==> config.mk <==
export PLATFORM = sky130hd
export DESIGN_NAME = quad_dac_update_control
export DESIGN_NICKNAME = d
export VERILOG_FILES = /design/src/verilog/quad_dac_pkg.sv /design/src/verilog/edge_sync.sv /design/src/verilog/quad_dac_update_control.sv
export VERILOG_INCLUDE_DIRS = /design/src /design/src/verilog
export SDC_FILE = /design/constraint.sdc
export NUM_CORES = 1
export LEC_CHECK = 0
export BUFFER_PORTS_ARGS = -buffer_cell sky130_fd_sc_hd__buf_2
export CAP_MARGIN = 5
export CELL_PAD_IN_SITES_DETAIL_PLACEMENT = 0
export CELL_PAD_IN_SITES_GLOBAL_PLACEMENT = 2
export CORE_ASPECT_RATIO = 1.75
export CORE_MARGIN = 2
export CORE_UTILIZATION = 40
export DETAILED_ROUTE_END_ITERATION = 7
export PLACE_DENSITY_LB_ADDON = 0.1
export RECOVER_POWER = 25
export REMOVE_ABC_BUFFERS = 1
export SYNTH_ARGS = -nofsm -noshare
export SYNTH_HDL_FRONTEND = slang
export SYNTH_SLANG_ARGS = --single-unit
==> constraint.sdc <==
create_clock -name sys_clk -period 4.9 [get_ports sys_clk]
set_input_delay 0.98 -clock sys_clk [delete_from_list [all_inputs] [get_ports sys_clk]]
set_output_delay 0.98 -clock sys_clk [all_outputs]
set_load 0.03 [all_outputs]
==> src/verilog/quad_dac_defs.svh <==
`ifndef QUAD_DAC_DEFS_SVH
`define QUAD_DAC_DEFS_SVH
// Functional notes
// - Mode 00: stage selected channel only
// - Mode 01: stage and output selected channel
// - Mode 10: stage selected, load all outputs
// - Power-down flag: top bits become setting
// - Mode 11 select-hi clear: load all staged
// - Mode 11 select-hi set: all get data
// - Mode 11 select-hi set with flag: power-down all channels
// - First byte high, second byte low
// - Update at ack falling edge after low
// - Readback cleared to zero at reset
// - Load strobe rising edge copies all staging, except to a channel that gets new data from a write in the same cycle
// - Staging register: 2 power, 16 data
// - Output register same split, immediate effect
// - Power-down write carries exactly two bytes
// - Repeated high/low pairs until stop
`define CMD_ADDR_HI 7
`define CMD_ADDR_LO 6
`define CMD_MODE_HI 5
`define CMD_MODE_LO 4
`define CMD_PICK_HI 2
`define CMD_PICK_LO 1
`define CMD_PD_FLAG 0
`define PD_SET_HI 7
`define PD_SET_LO 6
`define REG_W 18
`define DATA_W 16
`define MODE_STAGE 2'h0
`define MODE_SINGLE 2'h1
`define MODE_ALL 2'h2
`define MODE_BCAST 2'h3
`define PD_NORMAL 2'h0
`define ZERO_REG 18'h0_0000
`define BIT_LAST 3'h7
`define BIT_FIRST 3'h0
`endif

==> src/verilog/quad_dac_pkg.sv <==
package quad_dac_pkg;
    // Byte receive phases
    typedef enum logic [3:0] {
        ST_IDLE = 4'b0001,
        ST_CMD = 4'b0010,
        ST_HIGH = 4'b0100,
        ST_LOW = 4'b1000
    } rx_state_e;
    typedef logic [17:0] chan_reg_t;
endpackage : quad_dac_pkg

==> src/verilog/edge_sync.sv <==
`timescale 1ns/1ps
// Two-flop synchroniser with edge pulses
module edge_sync
#(
    // Level the pin rests at, so reset leaves no false edge
    parameter logic IDLE_LEVEL = 1'b0
)
(
    // Clock and reset
    input wire logic sys_clk,
    input wire logic reset,
    // Asynchronous level in
    input wire logic async_in,
    // Synchronised level and edges
    output logic level_r,
    output logic rise_r,
    output logic fall_r
);
    logic meta_r;
    logic sync_r;

    // Synchroniser chain, edge detect after second stage
    always_ff @(posedge sys_clk)
    begin
        if (reset)
        begin
            meta_r <= IDLE_LEVEL;
            sync_r <= IDLE_LEVEL;
            level_r <= IDLE_LEVEL;
            rise_r <= 1'b0;
            fall_r <= 1'b0;
        end
        else
        begin
            meta_r <= async_in;
            sync_r <= meta_r;
            level_r <= sync_r;
            rise_r <= sync_r & ~level_r;
            fall_r <= ~sync_r & level_r;
        end
    end
endmodule : edge_sync

==> src/verilog/quad_dac_update_control.sv <==
`timescale 1ns/1ps
`include "quad_dac_defs.svh"
// ****************************************
// Quad converter command decode and update
// ****************************************
module quad_dac_update_control
    import quad_dac_pkg::*;
(
    // Clock and reset
    input wire logic sys_clk,
    input wire logic reset,
    // Two-wire serial bus pins
    input wire logic scl_in,
    input wire logic sda_in,
    output logic sda_out,
    output logic sda_oe_n,
    // Extended address pins
    input wire logic ext_addr_pin_hi,
    input wire logic ext_addr_pin_lo,
    // External load strobe
    input wire logic ext_load_strobe,
    // Output register contents
    output logic [17:0] output_reg_a,
    output logic [17:0] output_reg_b,
    output logic [17:0] output_reg_c,
    output logic [17:0] output_reg_d,
    // Staging register contents
    output logic [17:0] staging_reg_a,
    output logic [17:0] staging_reg_b,
    output logic [17:0] staging_reg_c,
    output logic [17:0] staging_reg_d,
    // Pulse when any output register changes
    output logic update_pulse_r
);
    // ****************************************
    // Pin synchronisers
    // ****************************************
    logic scl_lvl, scl_rise, scl_fall;
    logic sda_lvl, sda_rise, sda_fall;
    logic ext_load_strobe_rise;

    // Bus lines idle high, so their chains reset high
    edge_sync #(.IDLE_LEVEL(1'b1)) u_scl (.sys_clk(sys_clk), .reset(reset), .async_in(scl_in),
        .level_r(scl_lvl), .rise_r(scl_rise), .fall_r(scl_fall));
    edge_sync #(.IDLE_LEVEL(1'b1)) u_sda (.sys_clk(sys_clk), .reset(reset), .async_in(sda_in),
        .level_r(sda_lvl), .rise_r(sda_rise), .fall_r(sda_fall));
    edge_sync #(.IDLE_LEVEL(1'b0)) u_ext_load_strobe (.sys_clk(sys_clk), .reset(reset), .async_in(ext_load_strobe),
        .level_r(), .rise_r(ext_load_strobe_rise), .fall_r());

    // Start and stop seen while clock high
    logic start_det;
    logic stop_det;
    assign start_det = sda_fall & scl_lvl;
    assign stop_det = sda_rise & scl_lvl;

    // Extended address straps, two flops before use
    logic [1:0] strap_meta_r;
    logic [1:0] strap_sync_r;
    always_ff @(posedge sys_clk)
    begin
        if (reset)
        begin
            strap_meta_r <= 2'h0;
            strap_sync_r <= 2'h0;
        end
        else
        begin
            strap_meta_r <= {ext_addr_pin_hi, ext_addr_pin_lo};
            strap_sync_r <= strap_meta_r;
        end
    end

    // ****************************************
    // Byte receiver
    // ****************************************
    rx_state_e state_r;          // Current byte phase
    logic [2:0] bit_cnt_r;       // Bits taken in this byte
    logic [7:0] shift_r;         // Incoming byte
    logic ack_phase_r;           // Ninth clock in progress
    logic pend_ack_r;            // Byte taken, ack window not yet open
    logic [7:0] command_byte_reg;
    logic [7:0] upper_data_byte_reg;
    logic [7:0] lower_data_byte_reg;
    logic byte_done;             // Eighth bit just sampled
    logic ack_end;               // Falling edge closing ack clock
    logic pd_seen_r;             // Power-down pair already taken
    logic addr_ok;               // Extended address match

    assign byte_done = scl_rise & ~ack_phase_r & (bit_cnt_r == `BIT_LAST) & (state_r != ST_IDLE);
    assign ack_end = scl_fall & ack_phase_r;
    assign addr_ok = (command_byte_reg[`CMD_ADDR_HI] == strap_sync_r[1]) &
                     (command_byte_reg[`CMD_ADDR_LO] == strap_sync_r[0]);

    // Shift register and bit count
    always_ff @(posedge sys_clk)
    begin
        if (reset || start_det || stop_det)
        begin
            bit_cnt_r <= `BIT_FIRST;
            shift_r <= 8'h00;
        end
        else if (scl_rise && !ack_phase_r)
        begin
            shift_r <= {shift_r[6:0], sda_lvl};
            bit_cnt_r <= bit_cnt_r + 3'h1;
        end
    end

    // Ack phase flag: set at eighth fall, cleared at ninth fall
    always_ff @(posedge sys_clk)
    begin
        if (reset || start_det || stop_det)
        begin
            ack_phase_r <= 1'b0;
        end
        else if (scl_fall && pend_ack_r)
        begin
            ack_phase_r <= 1'b1;
        end
        else if (ack_end)
        begin
            ack_phase_r <= 1'b0;
        end
    end

    // Ack drive: pull data low during ninth clock
    always_ff @(posedge sys_clk)
    begin
        if (reset)
        begin
            sda_out <= 1'b1;
            sda_oe_n <= 1'b1;
        end
        else
        begin
            sda_out <= 1'b0;
            if (scl_fall && pend_ack_r)
            begin
                sda_oe_n <= 1'b0;
            end
            else if (ack_end || start_det || stop_det)
            begin
                sda_oe_n <= 1'b1;
            end
        end
    end

    // Byte accepted, waiting for ack window
    always_ff @(posedge sys_clk)
    begin
        if (reset || start_det || stop_det)
        begin
            pend_ack_r <= 1'b0;
        end
        else if (byte_done)
        begin
            pend_ack_r <= 1'b1;
        end
        else if (scl_fall && pend_ack_r)
        begin
            pend_ack_r <= 1'b0;
        end
    end

    // Byte phase sequencing; command byte comes straight after start
    always_ff @(posedge sys_clk)
    begin
        if (reset || stop_det)
        begin
            state_r <= ST_IDLE;
        end
        else if (start_det)
        begin
            state_r <= ST_CMD;
        end
        else if (byte_done)
        begin
            case (state_r)
                ST_CMD: state_r <= ST_HIGH;
                ST_HIGH: state_r <= ST_LOW;
                ST_LOW: state_r <= ST_HIGH;
                default: state_r <= ST_IDLE;
            endcase
        end
    end

    // Capture received bytes
    always_ff @(posedge sys_clk)
    begin
        if (reset)
        begin
            command_byte_reg <= 8'h00;
            upper_data_byte_reg <= 8'h00;
            lower_data_byte_reg <= 8'h00;
        end
        else if (byte_done)
        begin
            case (state_r)
                ST_CMD: command_byte_reg <= {shift_r[6:0], sda_lvl};
                ST_HIGH: upper_data_byte_reg <= {shift_r[6:0], sda_lvl};
                ST_LOW: lower_data_byte_reg <= {shift_r[6:0], sda_lvl};
                default: command_byte_reg <= command_byte_reg;
            endcase
        end
    end

    // Low byte received; act at its ack falling edge
    logic low_pending_r;
    always_ff @(posedge sys_clk)
    begin
        if (reset || start_det || stop_det)
        begin
            low_pending_r <= 1'b0;
        end
        else if (byte_done && state_r == ST_LOW)
        begin
            low_pending_r <= 1'b1;
        end
        else if (ack_end)
        begin
            low_pending_r <= 1'b0;
        end
    end

    // Power-down write takes one pair only
    always_ff @(posedge sys_clk)
    begin
        if (reset || start_det || stop_det)
        begin
            pd_seen_r <= 1'b0;
        end
        else if (ack_end && low_pending_r && command_byte_reg[`CMD_PD_FLAG])
        begin
            pd_seen_r <= 1'b1;
        end
    end

    // ****************************************
    // Update decode
    // ****************************************
    logic [1:0] mode;
    logic [1:0] pick;
    logic fire;
    logic [17:0] new_word;
    logic [3:0] stage_we;
    logic [3:0] out_from_new;
    logic [3:0] out_from_stage;

    assign mode = {command_byte_reg[`CMD_MODE_HI], command_byte_reg[`CMD_MODE_LO]};
    assign pick = {command_byte_reg[`CMD_PICK_HI], command_byte_reg[`CMD_PICK_LO]};
    assign fire = ack_end & low_pending_r & ~pd_seen_r;

    // Build new 18-bit word from bytes
    always_comb
    begin
        if (command_byte_reg[`CMD_PD_FLAG])
        begin
            // Power setting only, data zero
            new_word = {upper_data_byte_reg[`PD_SET_HI], upper_data_byte_reg[`PD_SET_LO], 16'h0000};
        end
        else
        begin
            // Normal code with high byte first
            new_word = {`PD_NORMAL, upper_data_byte_reg, lower_data_byte_reg};
        end
    end

    // Per-channel write enables
    always_comb
    begin
        stage_we = 4'h0;
        out_from_new = 4'h0;
        out_from_stage = 4'h0;
        if (fire)
        begin
            case (mode)
                `MODE_STAGE:
                begin
                    if (addr_ok) stage_we[pick] = 1'b1;
                end
                `MODE_SINGLE:
                begin
                    if (addr_ok)
                    begin
                        stage_we[pick] = 1'b1;
                        out_from_new[pick] = 1'b1;
                    end
                end
                `MODE_ALL:
                begin
                    if (addr_ok)
                    begin
                        stage_we[pick] = 1'b1;
                        out_from_new[pick] = 1'b1;
                        out_from_stage = ~(4'h1 << pick);
                    end
                end
                `MODE_BCAST:
                begin
                    // Address and low pick ignored
                    if (!command_byte_reg[`CMD_PICK_HI])
                    begin
                        out_from_stage = 4'hf;
                    end
                    else
                    begin
                        out_from_new = 4'hf;
                    end
                end
                default:
                begin
                    stage_we = 4'h0;
                end
            endcase
        end
    end

    // ****************************************
    // Staging and output registers
    // ****************************************
    chan_reg_t stage_r [4];
    chan_reg_t out_r [4];

    genvar ch;
    generate
        for (ch = 0; ch < 4; ch = ch + 1)
        begin : g_chan
            // Staging register, cleared at reset
            always_ff @(posedge sys_clk)
            begin
                if (reset)
                begin
                    stage_r[ch] <= `ZERO_REG;
                end
                else if (stage_we[ch])
                begin
                    stage_r[ch] <= new_word;
                end
            end

            // Output register; strobe edge copies staging
            always_ff @(posedge sys_clk)
            begin
                if (reset)
                begin
                    out_r[ch] <= `ZERO_REG;
                end
                else if (out_from_new[ch])
                begin
                    out_r[ch] <= new_word;
                end
                else if (out_from_stage[ch] || ext_load_strobe_rise)
                begin
                    out_r[ch] <= stage_r[ch];
                end
            end
        end
    endgenerate

    // Output ports straight from flops
    assign staging_reg_a = stage_r[0];
    assign staging_reg_b = stage_r[1];
    assign staging_reg_c = stage_r[2];
    assign staging_reg_d = stage_r[3];
    assign output_reg_a = out_r[0];
    assign output_reg_b = out_r[1];
    assign output_reg_c = out_r[2];
    assign output_reg_d = out_r[3];

    // Update indication pulse
    always_ff @(posedge sys_clk)
    begin
        if (reset)
        begin
            update_pulse_r <= 1'b0;
        end
        else
        begin
            update_pulse_r <= (|out_from_new) | (|out_from_stage) | ext_load_strobe_rise;
        end
    end
endmodule : quad_dac_update_control

==> impl_metrics.yaml, run 1 <==
die:
  ios: 154
  die_y_um: 196
  rows: 70
  die_area_um2: 22200
  fp.dieW_um: 113
  core-area_um2: 20800
  initial_core_util_pct: 40.4
timing:
  worstMarginPinSlew_ns: 1.58
  max_slew_margin_pct: -5.50
  min_period_ns: 4.01
  fmax_ghz: 0.250
  setup_tns_ns: 0
  rsz0062_at_grt: "no"
  skew_ns: 0.0103
  hold_ws_ns: 0.386
  hold_viol: 0
  drv_slew: 66
  setup_viol: 0
  period_share_pct: 81.8
placement:
  dp_hpwl_um: 16100
  portBuffers: 153
  place_congestion: 0.817
  dpl_cell_area_um2: 9330
power_and_ir_drop:
  power_switching_w: 0.000888
  power_density_nw_per_um2: 381
  vdd_drop_max_uv: 222
  clkPwrFrac_pct: 41.2
  power.internal_w: 0.00286
  seqPwrFrac_pct: 52.3
  swShare_pct: 23.7
  combPwrFrac_pct: 6.4
  p_leak_nw: 3.43
setup_path:
  required_ns: 5.01
  crit_type: "in -> reg"
  critical_path.max_fanout: 26
  cp-start-kind: "input port"
  end_kind: "register"
  arrival_ns: 4.12
hold_path:
  holdCritPathClass: "reg -> reg"
clocking:
  cts_buffers: 20
  cts_max_level: 1
  clkLatencyLatePin_ns: 0.50
  cts_hold_buf: 0
  cts_tree: "built"
  root_buffer: "clkbuf_16"
  cts_sinks: 206
  clkSlewWorstSetupHoldPaths_ns: 0.06
  cts_resized: 0
  clk_path_buf_depth: 3
  postCtsSetupBuffers: 0
cells_and_area:
  layout-drive-gt1-share_pct: 14.5
  diodes: 0
  reg.largest.list: "out_r x72, stage_r x72"
  areaGrowthSynthToFinish_pct: 17.2
  nets: 821
  fin_area_um2: 9840
logic_synthesis:
  ys.flop_type: "edfxtp_1"
  ys_ff_latch: 206
  synth_edf_count: 144
  syn_avg_cell_area_um2: 12.6
  synth_area_leaders: "edfxtp_1 52%, dfxtp_1 15%, nor2_1 4.9%"
  syn_inst: 666
  yosys.area.top_type_share_pct: 51.5
  syn-cell-area_um2: 8390
  ys_seq_area_share_pct: 66.3
  yosysWarnings: 0
  yosys.area.top_type: "edfxtp_1"
  synth.distinct_cells: 55
  synthArstFlopShare_pct: 0
  synth_most_common_cell: "edfxtp_1"
  ys_top_cells_by_count: "144 x edfxtp_1, 109 x nor2_1, 62 x dfxtp_1"
flow_run:
  maxCapViolCount: 2
detailed_routing:
  drt-initial-drc-count: 378
  via_per_inst: 5.41
  routedWlPerCell_um: 22.1
  routed_wl_um: 23700
  drt_first_pass_iters: 8
  drcViolationCount: 0
  ant_nets: 0
  num_vias: 5807
grt:
  antenna_found_initial: 0
  grt-ovfl-total: 0
  grtUsageTotal_pct: 21.1
  grt_pass1_vias: 5701
  grt_max_degree: 43
  grt_pass1_wl_um: 34800
outcome:
  violations: "capacitance limit, slew limit"
  status: "finished, violations left"
==> layout make-up <==
| type | count | area (um2) |
|---|---|---|
| well taps | 252 | 315 |
| clock buffers | 31 | 597 |
| fillers | 1989 | 10900 |
| repair buffers | 161 | 689 |
| inverters | 10 | 37.5 |
| multi-input cells | 409 | 2580 |
| clock inverters | 5 | 47.5 |
| flip-flops and latches | 206 | 5570 |
==> metal layers <==
| layer | track usage, % | share of wire [%] | wire length (um) | vias up |
|---|---|---|---|---|
| li1 | - | - | - | 2699 |
| met1 | 23.5 | 36 | 8650 | 2832 |
| met2 | 40.8 | 55 | 13000 | 235 |
| met3 | 2.61 | 6.4 | 1530 | 41 |
| met4 | 6.50 | 2.4 | 558 | 0 |
| met5 | 0 | 0 | 0 | - |
==> per-stage QoR <==
step	cells	setup slack, ns	total power [W]	util, %
2_1_floorplan	625	1.33	0.00215	-
3_3_place_gp	1038	1.42	0.00225	44.9
3_5_place_dp	1038	1.32	0.00225	44.9
4_1_cts	1074	1.37	0.00378	48.0
5_1_grt	1074	0.623	0.00385	47.4
6_report	1074	0.892	0.00374	47.4
==> power by group through the flow <==
stage          registers (W)  clock network [W]   logic, W
3_3_place_gp         0.00200                  0   0.000253
5_1_grt              0.00196            0.00163   0.000254
2_1_floorplan        0.00211                  0  0.0000427
3_5_place_dp         0.00200                  0   0.000257
4_1_cts              0.00196            0.00157   0.000257
6_report             0.00196            0.00154   0.000241
==> cell usage in the layout, fill, tap and decap left out, types with 3 or more instances in the layout <==
master,n
edfxtp_1,144
clkbuf_1,113
nor2_1,109
dfxtp_1,62
buf_2,47
nand2_1,40
a22o_1,40
nand3_1,34
a21oi_1,33
nor2b_1,26
mux2i_1,24
clkbuf_16,21
nand2b_1,19
inv_1,9
a22o_2,8
buf_4,7
a32o_1,6
or2_2,6
ha_1,6
nand4_1,4
a31oi_1,4
clkinv_1,3
xnor2_1,3
and2_1,3
clkbuf_8,3
==> cells by family after synthesis <==
family                   synth area share, %
adder cells (fa/ha/maj)                0.895
XOR/XNOR                               0.701
AND/OR/NAND/NOR                         16.0
flip-flops                              66.3
multiplexers                            2.86
AO/OA/AOI/OAI                           10.1
buffers and inverters                   3.10
==> worst max-delay path, cell delays in order <==
cell,delay [ns]
clkbuf_1,1.09
clkinv_1,0.95
nand3b_1,1.08
==> final timing paths <==
| kind | from | end | slack [ns] | cells past startpoint |
|---|---|---|---|---|
| hold reg to reg | u_ext_load_strobe.level_r | u_ext_load_strobe.rise_r | 0.39 | 1 |
| setup reg to reg | command_byte_reg[4] | out_r[2][12] | 1.39 | 6 |
| hold / removal | u_ext_load_strobe.level_r | u_ext_load_strobe.rise_r | 0.39 | 1 |
| setup / recovery | reset | out_r[2][12] | 0.89 | 3 |
Note: power is estimated with default switching activity, not from simulation.
==> run 2, diff against run 1 <==
--- a/config.mk
+++ b/config.mk
@@ -6,13 +6,14 @@
 export SDC_FILE = /design/constraint.sdc
 export NUM_CORES = 1
 export LEC_CHECK = 0
+export ABC_AREA = 1
 export BUFFER_PORTS_ARGS = -buffer_cell sky130_fd_sc_hd__buf_2
 export CAP_MARGIN = 5
 export CELL_PAD_IN_SITES_DETAIL_PLACEMENT = 0
 export CELL_PAD_IN_SITES_GLOBAL_PLACEMENT = 2
 export CORE_ASPECT_RATIO = 1.75
 export CORE_MARGIN = 2
-export CORE_UTILIZATION = 40
+export CORE_UTILIZATION = 35
 export DETAILED_ROUTE_END_ITERATION = 7
 export PLACE_DENSITY_LB_ADDON = 0.1
 export RECOVER_POWER = 25
==> constraint.sdc (replaced) <==
create_clock -name sys_clk -period 3.85 [get_ports sys_clk]
set_input_delay 0.77 -clock sys_clk [delete_from_list [all_inputs] [get_ports sys_clk]]
set_output_delay 0.77 -clock sys_clk [all_outputs]
set_load 0.03 [all_outputs]
==> run 2 against run 1 <==
Effect of this change: sequential share of layout area is 2.8 points lower; total power grew 30%; clock-buffer cell count decreased by 3; non-clock buffer count did not move; die area grew 19%; first-iteration DRC count grew 5.0%; the flow still finishes with violations (capacitance limit, slew limit).
==> impl_metrics.yaml, run 2 <==
logic_synthesis:
  syn_inst: 845
  ys_top_cells_by_count: "144 x edfxtp_1, 142 x nand2_1, 141 x nor2_1"
  ys.flop_type: "edfxtp_1"
  synthArstFlopShare_pct: 0
  yosys.area.top_type_share_pct: 49.1
  synth_most_common_cell: "edfxtp_1"
  synth_edf_count: 144
  ys_seq_area_share_pct: 63.3
  syn-cell-area_um2: 8800
  yosysWarnings: 0
  synth_area_leaders: "edfxtp_1 49%, dfxtp_1 14%, nand2_1 6.1%"
  synth.distinct_cells: 36
  yosys.area.top_type: "edfxtp_1"
  ys_ff_latch: 206
  syn_avg_cell_area_um2: 10.4
detailed_routing:
  num_vias: 6189
  routedWlPerCell_um: 18.5
  ant_nets: 0
  drcViolationCount: 0
  drt_first_pass_iters: 5
  drt-initial-drc-count: 397
  routed_wl_um: 24500
  via_per_inst: 4.67
setup_path:
  cp_slowest_cell: "nand3_1"
  required_ns: 4.19
  critical_path.max_fanout: 20
  arrival_ns: 3.02
  crit_type: "in -> reg"
  end_kind: "register"
  ff2ff_path_depth: 8
  rrSetupSlack_ns: 1.58
  cp-start-kind: "input port"
  critPathMostFrequentCell: "clkbuf_1"
  r2r-end: "out_r[0][7]"
  max_stage_delay_ns: 0.69
  r2r-start: "command_byte_reg[4]"
  path_cells: "clkbuf_1 -> inv_1 -> clkbuf_1 -> nand3_1 -> nor2_1"
die:
  rows: 76
  initial_core_util_pct: 35.7
  ios: 154
  core-area_um2: 24600
  die_area_um2: 26500
  fp.dieW_um: 124
  die_y_um: 214
power_and_ir_drop:
  power_w: 0.00485
  combPwrFrac_pct: 7.0
  seqPwrFrac_pct: 51.6
  clkPwrFrac_pct: 41.4
  p_leak_nw: 4.20
  swShare_pct: 24.7
  power_switching_w: 0.00120
  vdd_drop_max_uv: 279
  power.internal_w: 0.00365
  power_density_nw_per_um2: 469
clocking:
  cts_buffers: 21
  cts_hold_buf: 0
  cts_max_level: 1
  cts_resized: 0
  root_buffer: "clkbuf_16"
  clkSlewWorstSetupHoldPaths_ns: 0.06
  cts_tree: "built"
  postCtsSetupBuffers: 0
  cts_sinks: 206
  clkLatencyLatePin_ns: 0.52
  clk_path_buf_depth: 3
timing:
  fmax_ghz: 0.373
  setup_viol: 0
  max_slew_margin_pct: -11.9
  min_period_ns: 2.68
  setup_tns_ns: 0
  worstMarginPinSlew_ns: 1.68
  skew_ns: 0.0174
  drv_slew: 28
  period_share_pct: 69.6
  hold_viol: 0
  rsz0062_at_grt: "no"
grt:
  antenna_found_initial: 0
  grt_pass1_wl_um: 36000
  grt-ovfl-total: 0
  grtUsageTotal_pct: 18.6
  grt_pass1_vias: 5963
  grt_max_degree: 28
hold_path:
  holdPathEnd: "u_ext_load_strobe.rise_r"
  holdCritPathClass: "reg -> reg"
  whs_path_depth: 1
  hp-start: "u_ext_load_strobe.level_r"
cells_and_area:
  reg.largest.list: "out_r x72, stage_r x72"
  nets: 1013
  areaGrowthSynthToFinish_pct: 17.5
  diodes: 0
  fin_area_um2: 10300
  final_util_pct: 42.0
  layout-drive-gt1-share_pct: 20.0
  layout_commonest_cell: "edfxtp_1"
  layout_common_cells: "144 x edfxtp_1, 142 x nand2_1, 141 x nor2_1"
outcome:
  status: "finished, violations left"
  violations: "capacitance limit, slew limit"
placement:
  dp_hpwl_um: 18100
  portBuffers: 153
  place_congestion: 0.770
  dpl_cell_area_um2: 9780
flow_run:
  maxCapViolCount: 1
-- run 2: final cells by class --
cell class / count / area, um2
Multi-Input combinational cell: 491 / 2540
Fill cell: 2510 / 14300
Timing Repair Buffer: 161 / 733
Clock inverter: 9 / 78.8
Clock buffer: 28 / 582
Tap cell: 312 / 390
Inverter: 119 / 449
Sequential cell: 206 / 5570
-- run 2: worst max-delay path by stage --
stage / from / end / slack, ns / cells after the start
floorplan: reset / out_r[2][0] / 1.36 / 2
global placement: reset / stage_r[3][6] / 1.30 / 4
detailed placement: reset / stage_r[3][4] / 1.27 / 4
CTS: command_byte_reg[4] / out_r[0][7] / 1.55 / 8
global route: reset / stage_r[3][7] / 0.92 / 5
finish: reset / stage_r[3][12] / 1.17 / 5
-- run 2: kinds of logic (layout without fill, tap and decap cells) --
| logic type | Yosys count | count (layout) | share of synthesized area, % |
|---|---|---|---|
| AND/OR/NAND/NOR | 369 | 369 | 19.8 |
| flip-flops | 206 | 206 | 63.3 |
| buffers and inverters | 148 | 317 | 7.74 |
| AO/OA/AOI/OAI | 114 | 114 | 7.91 |
| adder cells (fa/ha/maj) | 6 | 6 | 0.853 |
| XOR/XNOR | 2 | 2 | 0.412 |
-- run 2: power by group through the flow --
stage,Sequential [W],Combinational [W],Clock [W]
finish,0.00250,0.000339,0.00201
global route,0.00251,0.000364,0.00214
CTS,0.00250,0.000355,0.00206
detailed placement,0.00255,0.000355,0
global placement,0.00255,0.000353,0
floorplan,0.00269,0.0000750,0
-- run 2: metal layers --
layer	wire length (um)	GRT usage (%)
met4	522	5.84
met3	1190	2.53
met1	9190	21.1
met2	13600	35.2
met5	0	0
-- run 2: per-stage QoR --
step	setup WS (ns)	hold slack, ns	cells
6_report	1.17	0.388	1326
5_1_grt	0.922	0.411	1326
4_1_cts	1.55	0.391	1326
3_5_place_dp	1.27	0.382	1289
3_3_place_gp	1.30	0.379	1289
2_1_floorplan	1.36	0.373	816
-- run 2: critical path, delay by kind of cell --
family	cells	cell delay, ns
buf+inv	3	1.28
simple gates	2	0.95
